File: src/core/ccc_pkg.sv
package ccc_pkg;
	// CRC-8 per SAE J1850
	localparam logic [7:0] CRC_POLY = 8'h1D;
	localparam logic [7:0] CRC_INIT = 8'hFF;
	localparam int CMD_W = 8;
	// Configuration command field positions inside the data byte
	localparam int FLD_ON_EN = 0;
	localparam int FLD_OFF_EN = 1;
	localparam int FLD_VCODE_LO = 4;
	localparam int VCODE_W = 4;
	// Reset values
	localparam logic ON_EN_RST = 1'b0;
	localparam logic OFF_EN_RST = 1'b0;
	localparam logic [3:0] VCODE_RST = 4'h0;
	// Target voltage table, millivolts
	localparam logic [11:0] MV_MIN = 12'h708;
	localparam logic [11:0] MV_BASE = 12'h7D0;
	localparam logic [11:0] MV_STEP = 12'h064;
	localparam logic [11:0] MV_MAX = 12'hE10;
	typedef enum logic [1:0] {
		CCC_PS_OTHER = 2'b00,
		CCC_PS_RUN = 2'b01,
		CCC_PS_STBY = 2'b10,
		CCC_PS_QUICK_POWERUP_OFF_STATE = 2'b11
	} ccc_pstate_t;
	typedef enum logic [1:0] {
		CCC_I_NONE = 2'b00,
		CCC_I_LOW = 2'b01,
		CCC_I_HIGH = 2'b10
	} ccc_curr_t;
	// Next CRC after one byte, MSB first
	function automatic logic [7:0] ccc_crc_byte(input logic [7:0] crc, input logic [7:0] data);
		logic [7:0] c;
		c = crc ^ data;
		for (int i = 0; i < 8; i++) begin
			c = c[7] ? ((c << 1) ^ CRC_POLY) : (c << 1);
		end
		return c;
	endfunction
endpackage

File: src/core/ccc_crc8.sv
module ccc_crc8 (
	// Clock and reset
	input wire logic clk_in,
	input wire logic rst_n_in,
	// Byte stream
	input wire logic start_in,
	input wire logic byte_valid_in,
	input wire logic [7:0] byte_in,
	// Running value
	output logic [7:0] crc_out
);
	import ccc_pkg::*;
	logic [7:0] crc_q;
	logic [7:0] crc_d;
	always_comb begin
		crc_d = crc_q;
		if (start_in) begin
			crc_d = CRC_INIT;
		end else if (byte_valid_in) begin
			crc_d = ccc_crc_byte(crc_q, byte_in);
		end
	end
	always_ff @(posedge clk_in or negedge rst_n_in) begin
		if (!rst_n_in) begin
			crc_q <= CRC_INIT;
		end else begin
			crc_q <= crc_d;
		end
	end
	assign crc_out = crc_q;
endmodule // ccc_crc8

File: src/core/ccc_ctrl.sv
// Behaviour
// - CRC check only when fuse enable set
// - Compute and compare CRC per transaction
// - Mismatch drops command, flags, masked interrupt
// - CRC-8 J1850, poly 1D, preset FF
// - On-enable bit drives charger in run/standby
// - Undervoltage crossing clears on-enable bit
// - Run 60 uA, standby 10 uA
// - Off-enable bit drives charger in quick-off, 10 uA
// - Undervoltage crossing clears off-enable bit
// - Voltage code maps 1.8, 2.0-3.3, 3.6 V
// - Voltage code default from fuse field
module ccc_ctrl (
	// Clock and reset
	input wire logic clk_in,
	input wire logic rst_n_in,
	// Fuses
	input wire logic fuse_crc_enable_in,
	input wire logic [3:0] fuse_backup_charge_voltage_code_in,
	// Received transaction from the I2C slave
	input wire logic txn_start_in,
	input wire logic txn_byte_valid_in,
	input wire logic [7:0] txn_byte_in,
	input wire logic txn_end_in,
	// Power state and supply
	input wire ccc_pkg::ccc_pstate_t power_state_in,
	input wire logic input_undervoltage_threshold_in,
	// Interrupt control
	input wire logic crc_irq_mask_in,
	input wire logic crc_flag_clear_in,
	// Status and interrupt
	output logic crc_flag_out,
	output logic irq_out_n,
	// Configuration readback
	output logic backup_charge_on_enable_out,
	output logic backup_charge_off_enable_out,
	output logic [3:0] backup_charge_voltage_code_out,
	// Charger drive
	output logic backup_cell_pin_charge_out,
	output ccc_pkg::ccc_curr_t backup_cell_pin_current_out,
	output logic [11:0] backup_cell_pin_target_mv_out
);
	import ccc_pkg::*;
	// Transaction capture: last two bytes are data and CRC
	logic [7:0] data_q, data_d, crcb_q, crcb_d;
	logic [1:0] cnt_q, cnt_d;
	logic [7:0] crc_pre_q, crc_pre_d;
	logic [7:0] crc_run;
	logic on_q, on_d, off_q, off_d, flag_q, flag_d;
	logic [3:0] code_q, code_d;
	logic fuse_load_q;
	logic uv_q;
	logic crc_ok, accept;
	ccc_crc8 u_crc (
		.clk_in(clk_in),
		.rst_n_in(rst_n_in),
		.start_in(txn_start_in),
		.byte_valid_in(txn_byte_valid_in),
		.byte_in(txn_byte_in),
		.crc_out(crc_run)
	);
	// Capture path keeps the CRC value before the last byte, so the check byte
	// itself is excluded from the computed value.
	always_comb begin
		data_d = data_q;
		crcb_d = crcb_q;
		cnt_d = cnt_q;
		crc_pre_d = crc_pre_q;
		if (txn_start_in) begin
			cnt_d = 2'h0;
		end else if (txn_byte_valid_in) begin
			data_d = crcb_q;
			crcb_d = txn_byte_in;
			crc_pre_d = crc_run;
			if (cnt_q != 2'h3) begin
				cnt_d = cnt_q + 2'h1;
			end
		end else if (txn_end_in) begin
			// Count drops at the end so a stray end strobe cannot replay a command
			cnt_d = 2'h0;
		end
	end
	assign crc_ok = (crc_pre_q == crcb_q);
	always_comb begin
		if (fuse_crc_enable_in) begin
			accept = txn_end_in && (cnt_q >= 2'h2) && crc_ok;
		end else begin
			accept = txn_end_in && (cnt_q >= 2'h1);
		end
	end
	wire [7:0] cmd = fuse_crc_enable_in ? data_q : crcb_q;
	wire crc_fail = fuse_crc_enable_in && txn_end_in && (cnt_q >= 2'h1) && !accept;
	// Undervoltage edge, either direction
	wire uv_cross = input_undervoltage_threshold_in ^ uv_q;
	always_comb begin
		on_d = on_q;
		off_d = off_q;
		code_d = code_q;
		if (fuse_load_q) begin
			code_d = fuse_backup_charge_voltage_code_in;
		end
		if (accept) begin
			on_d = cmd[FLD_ON_EN];
			off_d = cmd[FLD_OFF_EN];
			code_d = cmd[FLD_VCODE_LO +: VCODE_W];
		end
		// Supply event overrides the enables of a same-cycle write; the code is still written
		if (uv_cross) begin
			on_d = 1'b0;
			off_d = 1'b0;
		end
	end
	always_comb begin
		flag_d = flag_q;
		if (crc_flag_clear_in) begin
			flag_d = 1'b0;
		end
		if (crc_fail) begin
			flag_d = 1'b1;
		end
	end
	always_ff @(posedge clk_in or negedge rst_n_in) begin
		if (!rst_n_in) begin
			data_q <= 8'h00;
			crcb_q <= 8'h00;
			cnt_q <= 2'h0;
			crc_pre_q <= CRC_INIT;
			on_q <= ON_EN_RST;
			off_q <= OFF_EN_RST;
			code_q <= VCODE_RST;
			flag_q <= 1'b0;
			fuse_load_q <= 1'b1;
			uv_q <= 1'b0;
		end else begin
			data_q <= data_d;
			crcb_q <= crcb_d;
			cnt_q <= cnt_d;
			crc_pre_q <= crc_pre_d;
			on_q <= on_d;
			off_q <= off_d;
			code_q <= code_d;
			flag_q <= flag_d;
			fuse_load_q <= 1'b0;
			uv_q <= input_undervoltage_threshold_in;
		end
	end
	// Charger drive from state and enables
	always_comb begin
		backup_cell_pin_charge_out = 1'b0;
		backup_cell_pin_current_out = CCC_I_NONE;
		unique case (power_state_in)
			CCC_PS_RUN: begin
				if (on_q) begin
					backup_cell_pin_charge_out = 1'b1;
					backup_cell_pin_current_out = CCC_I_HIGH;
				end
			end
			CCC_PS_STBY: begin
				if (on_q) begin
					backup_cell_pin_charge_out = 1'b1;
					backup_cell_pin_current_out = CCC_I_LOW;
				end
			end
			CCC_PS_QUICK_POWERUP_OFF_STATE: begin
				if (off_q) begin
					backup_cell_pin_charge_out = 1'b1;
					backup_cell_pin_current_out = CCC_I_LOW;
				end
			end
			CCC_PS_OTHER: begin
			end
		endcase
	end
	always_comb begin
		if (code_q == 4'h0) begin
			backup_cell_pin_target_mv_out = MV_MIN;
		end else if (code_q == 4'hF) begin
			backup_cell_pin_target_mv_out = MV_MAX;
		end else begin
			backup_cell_pin_target_mv_out = 12'(MV_BASE + MV_STEP * 12'(code_q - 4'h1));
		end
	end
	assign crc_flag_out = flag_q;
	assign irq_out_n = !(flag_q && !crc_irq_mask_in);
	assign backup_charge_on_enable_out = on_q;
	assign backup_charge_off_enable_out = off_q;
	assign backup_charge_voltage_code_out = code_q;

	// Whole checked transaction: start, command, check byte, end on consecutive edges
	logic [3:0] chk_cmd_code;
	assign chk_cmd_code = txn_byte_in[FLD_VCODE_LO +: VCODE_W];
endmodule // ccc_ctrl

File: config.mk
export PLATFORM = sky130hd
export DESIGN_NAME = ccc_ctrl
export DESIGN_NICKNAME = d
export VERILOG_FILES = /design/src/core/ccc_pkg.sv /design/src/core/ccc_crc8.sv /design/src/core/ccc_ctrl.sv
export SDC_FILE = /design/constraint.sdc
export NUM_CORES = 1
export LEC_CHECK = 0
export BUFFER_PORTS_ARGS = -buffer_cell sky130_fd_sc_hd__buf_4
export CORE_MARGIN = 10
export CORE_UTILIZATION = 45
export DETAILED_ROUTE_END_ITERATION = 6
export PLACE_DENSITY = 0.7
export SYNTH_ARGS = -nofsm -noshare
export SYNTH_HDL_FRONTEND = slang
export SYNTH_HIERARCHICAL = 1
export SYNTH_SLANG_ARGS = --single-unit
File: constraint.sdc
create_clock -name clk_in -period 4.1 [get_ports clk_in]
set_input_delay 0.41 -clock clk_in [delete_from_list [all_inputs] [get_ports clk_in]]
set_output_delay 0.41 -clock clk_in [all_outputs]
set_load 0.02 [all_outputs]
### Word-level counts from Yosys, hierarchy flattened

Index checks and enable logic that the tools add are counted.

* bits in registers: 43
* latch bits: 0
* RAM bits: 0
* bits in read-only memories: 0
* input port bits: 23
* output and inout bits: 23
* word-level logic and storage cells: 87
* memories: 0

* $add $sub $neg: 3
* multipliers: 1
* divide/modulo/power cells: 0
* magnitude comparators: 2
* equality and inequality tests: 7
* shift-type cells: 0
* muxes and demuxes: 33
* bitwise gates (word level): 11
* reductions and logical operators: 19

Operators by type and width (count)
* $mux 5: 8
* $not 4->4: 8
* $mux 12: 2
* $mux 8: 3
* $add 11x12->12 const A: 1
* $mul 5x12->10 const A: 1
* $mux 1: 11
* $mux 2: 5
* $eq 8x8->1: 1
* $mux 4: 2
* $reduce_bool 2->1: 4
* $xor 8x8->8: 1
* $logic_and 1x1->1: 7
* $pmux 2 s3: 1
* $sub 4x1->5 const B: 1
* $eq 2x2->1 const B: 2
* $eq 4x4->1 const B: 1
* $logic_not 4->1: 1
* $reduce_and 2->1: 2
* $logic_not 1->1: 3
* $ne 3x2->1 const B: 1
* $reduce_bool 3->1: 1
* $add 2x1->2 const B: 1
* $eq 2x1->1 const B: 1
* other kinds (7): 7

### Longest topological paths before layout

* depth in word-level cells: 19
* mapped depth: 14
* gate-level depth less buffers: 14

### By module

The synthesis kept the hierarchy.

Modules (own cells, without submodules)
* ccc_ctrl: times used 1, cells each 222, area each 2353.5 um^2, seq. area each 837.1 um^2
* ccc_crc8: times used 1, cells each 50, area each 615.6 um^2, seq. area each 210.2 um^2

### Least setup slack after synthesis

No wires, ideal clock.

* path type: register -> output
* start point: register code_q[0] (netlist: backup_charge_voltage_code_out[0])
* end point: output backup_cell_pin_target_mv_out[11]
* arrival time: 3820 ps
* required time: 3690 ps
* path slack: -130 ps
* cell stages (with the launch flop): 14
* buffers on the path: 0
* path through: dfrtp_1 > inv_1 > ha_1 > xor2_1 > ha_1 > ha_1 > fa_1 > ha_1 > nor2b_1 > o21ai_1 > nor3b_2 > o211ai_2 > xnor2_1 > a21oi_1

* cells in the longest elaborated chain, start to end: 5
* elaborated cells on any way between the ends: 7
* classes of those cells: add/sub: 2; mul: 1; eq/ne: 1; mux: 2; reduce/logical: 1

Ends and longest elaborated chain
* start: declaration: line ccc_ctrl.sv:50 `logic [3:0] code_q, code_d;`
* start signal: assignment: line ccc_ctrl.sv:141 `code_q <= code_d;`
* $sub 4x1->5: line ccc_ctrl.sv:180 `backup_cell_pin_target_mv_out = 12'(MV_BASE + MV_STEP * 12'(code_q - 4'h1));`
* $mul 5x12->10: line ccc_ctrl.sv:180
* $add 11x12->12: line ccc_ctrl.sv:180
* $mux 12: line ccc_ctrl.sv:177 `end else if (code_q == 4'hF) begin`
* $mux 12 *: line ccc_ctrl.sv:175 `if (code_q == 4'h0) begin`
* end: declaration: line ccc_ctrl.sv:41 `output logic [11:0] backup_cell_pin_target_mv_out`

Mark *: on every way between the ends. The rest lies on a longest branch, timed or not.

### Final worst setup path

Same ends and word-level chain as after synthesis.

==> flow_summary.json <==
{
  "worstPathRequired_ns": 3.69,
  "dp_slack_ns": 0.0869,
  "worst_pin_slew_ns": 1.11,
  "timing.rr.end": "backup_charge_off_enable_out",
  "fin_tns_setup_ns": 0,
  "slew_headroom": 0.255,
  "synth_top_cell_by_area": "dfrtp_1",
  "clock_latency_ns": 0.29,
  "viasPerCell": 5.18,
  "worst_setup_path_end_kind": "output port",
  "grt_pass1_vias": 2295,
  "wl_per_cell_um": 15.8,
  "drtIter0Drc": 91,
  "clock_skew_ns": 0.00249,
  "grt_max_degree": 42,
  "grtUsageTotal": 0.124,
  "critPathMaxFanout": 4,
  "htreeDepth": 2,
  "status": "finished, final reports clean",
  "gp_congestion": 0.808,
  "fillers": 552,
  "rsz0062_at_grt": "true",
  "layout_min_cycle_time_ns": 4.04,
  "p_leak_nw": 1.67,
  "crit_start": "backup_charge_voltage_code_out[0]",
  "clockBufferDepth": 2,
  "cts-root-buf": "clkbuf_8",
  "p_per_area_nw_per_um2": 756,
  "synth_top_area_share": 0.202,
  "die_h_um": 101,
  "reg2reg_slack_ns": 2.11,
  "power.total_mw": 2.85,
  "drv_cap": 0,
  "antenna_found_initial": 0,
  "cts_sinks": 41,
  "placed_cells": 391,
  "slowest_delay_ns": 0.52,
  "syn_inst": 272,
  "synth-edff-count": 0,
  "cts_buffers": 5,
  "dpl.hpwl_um": 4710,
  "reg2reg_depth": 6,
  "dr_total_vias": 2110,
  "dieWidth_um": 101,
  "finalMaxSlewViolations": 0,
  "hold_viol": 0,
  "setup_violations": 0,
  "fin_crit_sh": 0.986,
  "syn_area_um2": 2970,
  "min_path_type": "input pin to asynchronous set/reset pin",
  "cp_cell_sequence": "inv_2 > ha_4 > xor2_4 > ha_4 > inv_2 > fa_1 > fa_1 > inv_2 > ha_4 > o21ai_4 > buf_4 > a21boi_4 > o211ai_2 > xnor2_1 > a21oi_2 > buf_4",
  "synth.area.top_cells": "dfrtp_1 20%, dfstp_2 15%, ha_1 10%",
  "mostFrequentLayoutCells": "54 x buf_4, 26 x mux2_2, 23 x dfrtp_1, 22 x xnor2_1, 18 x ha_1",
  "worst_ep_arrival_time_ns": 3.63,
  "std_cell_rows": 29,
  "final_nets": 380,
  "areaGrowthSynthToFinish_pct": 27.1,
  "grt-ovfl-total": 0,
  "ant_nets": 0,
  "crit_type": "register to output port",
  "core_area_um2": 6390,
  "drc": 0,
  "final_common_cell": "buf_4",
  "synth_seq_area_share": 0.353,
  "vdd_drop_max_mv": 0.981,
  "grt_pass1_wl_um": 10600,
  "dpl_cell_area_um2": 3410,
  "max_freq_ghz": 0.247,
  "worst_setup_path_start_kind": "register",
  "async_flop_share": 1.00,
  "first_pass_iters": 6,
  "holdWs_ns": 0.0859,
  "wirelength_um": 6430,
  "ys_ff_latch": 41,
  "setup_ws_ns": 0.0584,
  "synthFlopType": "dfrtp_1",
  "finalNonFillerCells": 407,
  "final_core_util": 0.591,
  "ios": 46,
  "start_util": 0.465,
  "fin_area_um2": 3770,
  "dieArea_um2": 10200,
  "reg2reg_from": "crc_pre_q[2]",
  "tritoncts": "yes",
  "num_antenna_cells": 0,
  "yosysUniqueCellTypes": 43,
  "slowest_stage": "fa_1",
  "endpoint": "backup_cell_pin_target_mv_out[11]",
  "syn_area_per_cell_um2": 10.9,
  "io_buffers": 43,
  "layout-drive-gt1-share": 0.442,
  "ys_warn_count": 6,
  "clk_pin_slew_ns": 0.07
}
[cell type report]
class                   instances  area [µm²]  area share
clock buffers                   8        90.1      0.0239
inverters                      19        72.6      0.0192
multi-input cells             205        2030       0.537
flip-flops and latches         41        1050       0.278
well taps                      77        96.3      0.0255
repair buffers                 57         439       0.116
[worst min path at each step]
stage | endpoint | depth (start not counted)
floorplan | backup_charge_off_enable_out | 0
global placement | crcb_q[2] | 1
CTS | crcb_q[3] | 1
finish | crcb_q[2] | 1
detailed placement | crcb_q[2] | 1
global route | crcb_q[2] | 1
[cell usage after synthesis (3+ instances only)]
| library cell | count |
|---|---|
| o211ai_1 | 5 |
| fa_1 | 4 |
| xnor2_2 | 4 |
| xor2_1 | 11 |
| clkbuf_1 | 4 |
| nand3_1 | 3 |
| nor2b_1 | 9 |
| dfrtp_1 | 24 |
| nor3_1 | 4 |
| mux2_2 | 26 |
| o21ai_0 | 5 |
| ha_1 | 24 |
| nand2_1 | 11 |
| o21ai_1 | 5 |
| a21oi_1 | 9 |
| dfstp_2 | 17 |
| xnor2_1 | 25 |
| and3_1 | 3 |
| a211o_1 | 7 |
| inv_1 | 18 |
| nand2b_1 | 9 |
| nor2_1 | 14 |
| mux2i_1 | 6 |
[repair_timing]
item / 4_1_cts / 5_1_grt
setup endpoints to repair: 4 / 4
pin swaps: 10 / 11
buffers inserted: 6 / 2
hold buffers: 0 / 0
resized for setup: 12 / 25
hold endpoints to repair: 0 / 0
[sequential cells by signal, indices dropped and copies added (netlist names)]
name,flops
fuse_load_q,1
crcb_q,8
data_q,6
crc_flag_out,1
backup_charge_voltage_code_out,4
u_crc/crc_out,8
cnt_q,2
uv_q,1
backup_charge_on_enable_out,1
crc_pre_q,8
backup_charge_off_enable_out,1
[power by group]
part           switching [mW]  internal, mW
Clock                   0.134         0.137
Sequential             0.0730         0.529
Combinational           0.963          1.02
[per-layer routing]
metal,global-route usage,wire (µm),vias up
li1,-,-,1030
met1,0.152,2780,1034
met2,0.211,3260,43
met3,0.0361,344,3
met4,0.0225,38,0
met5,0,0,-
[critical path, delay by kind of cell (launching register included)]
kind	cells	cell delay, ns
adders and majority gates	5	1.61
xor gates and xnor gates	2	0.41
AOI/OAI and AO/OA	4	0.38
buffers and inverters	5	0.52
DFF	1	0.43
[logic make-up after synthesis]
| group | share of synthesized area |
|---|---|
| xor+xnor | 0.157 |
| simple gates | 0.107 |
| mux | 0.119 |
| fa+ha+maj | 0.128 |
| other cells | 0.00126 |
| flops | 0.353 |
| buf+inv | 0.0409 |
| compound gates | 0.0944 |
Note: power is estimated with default switching activity, not from simulation.
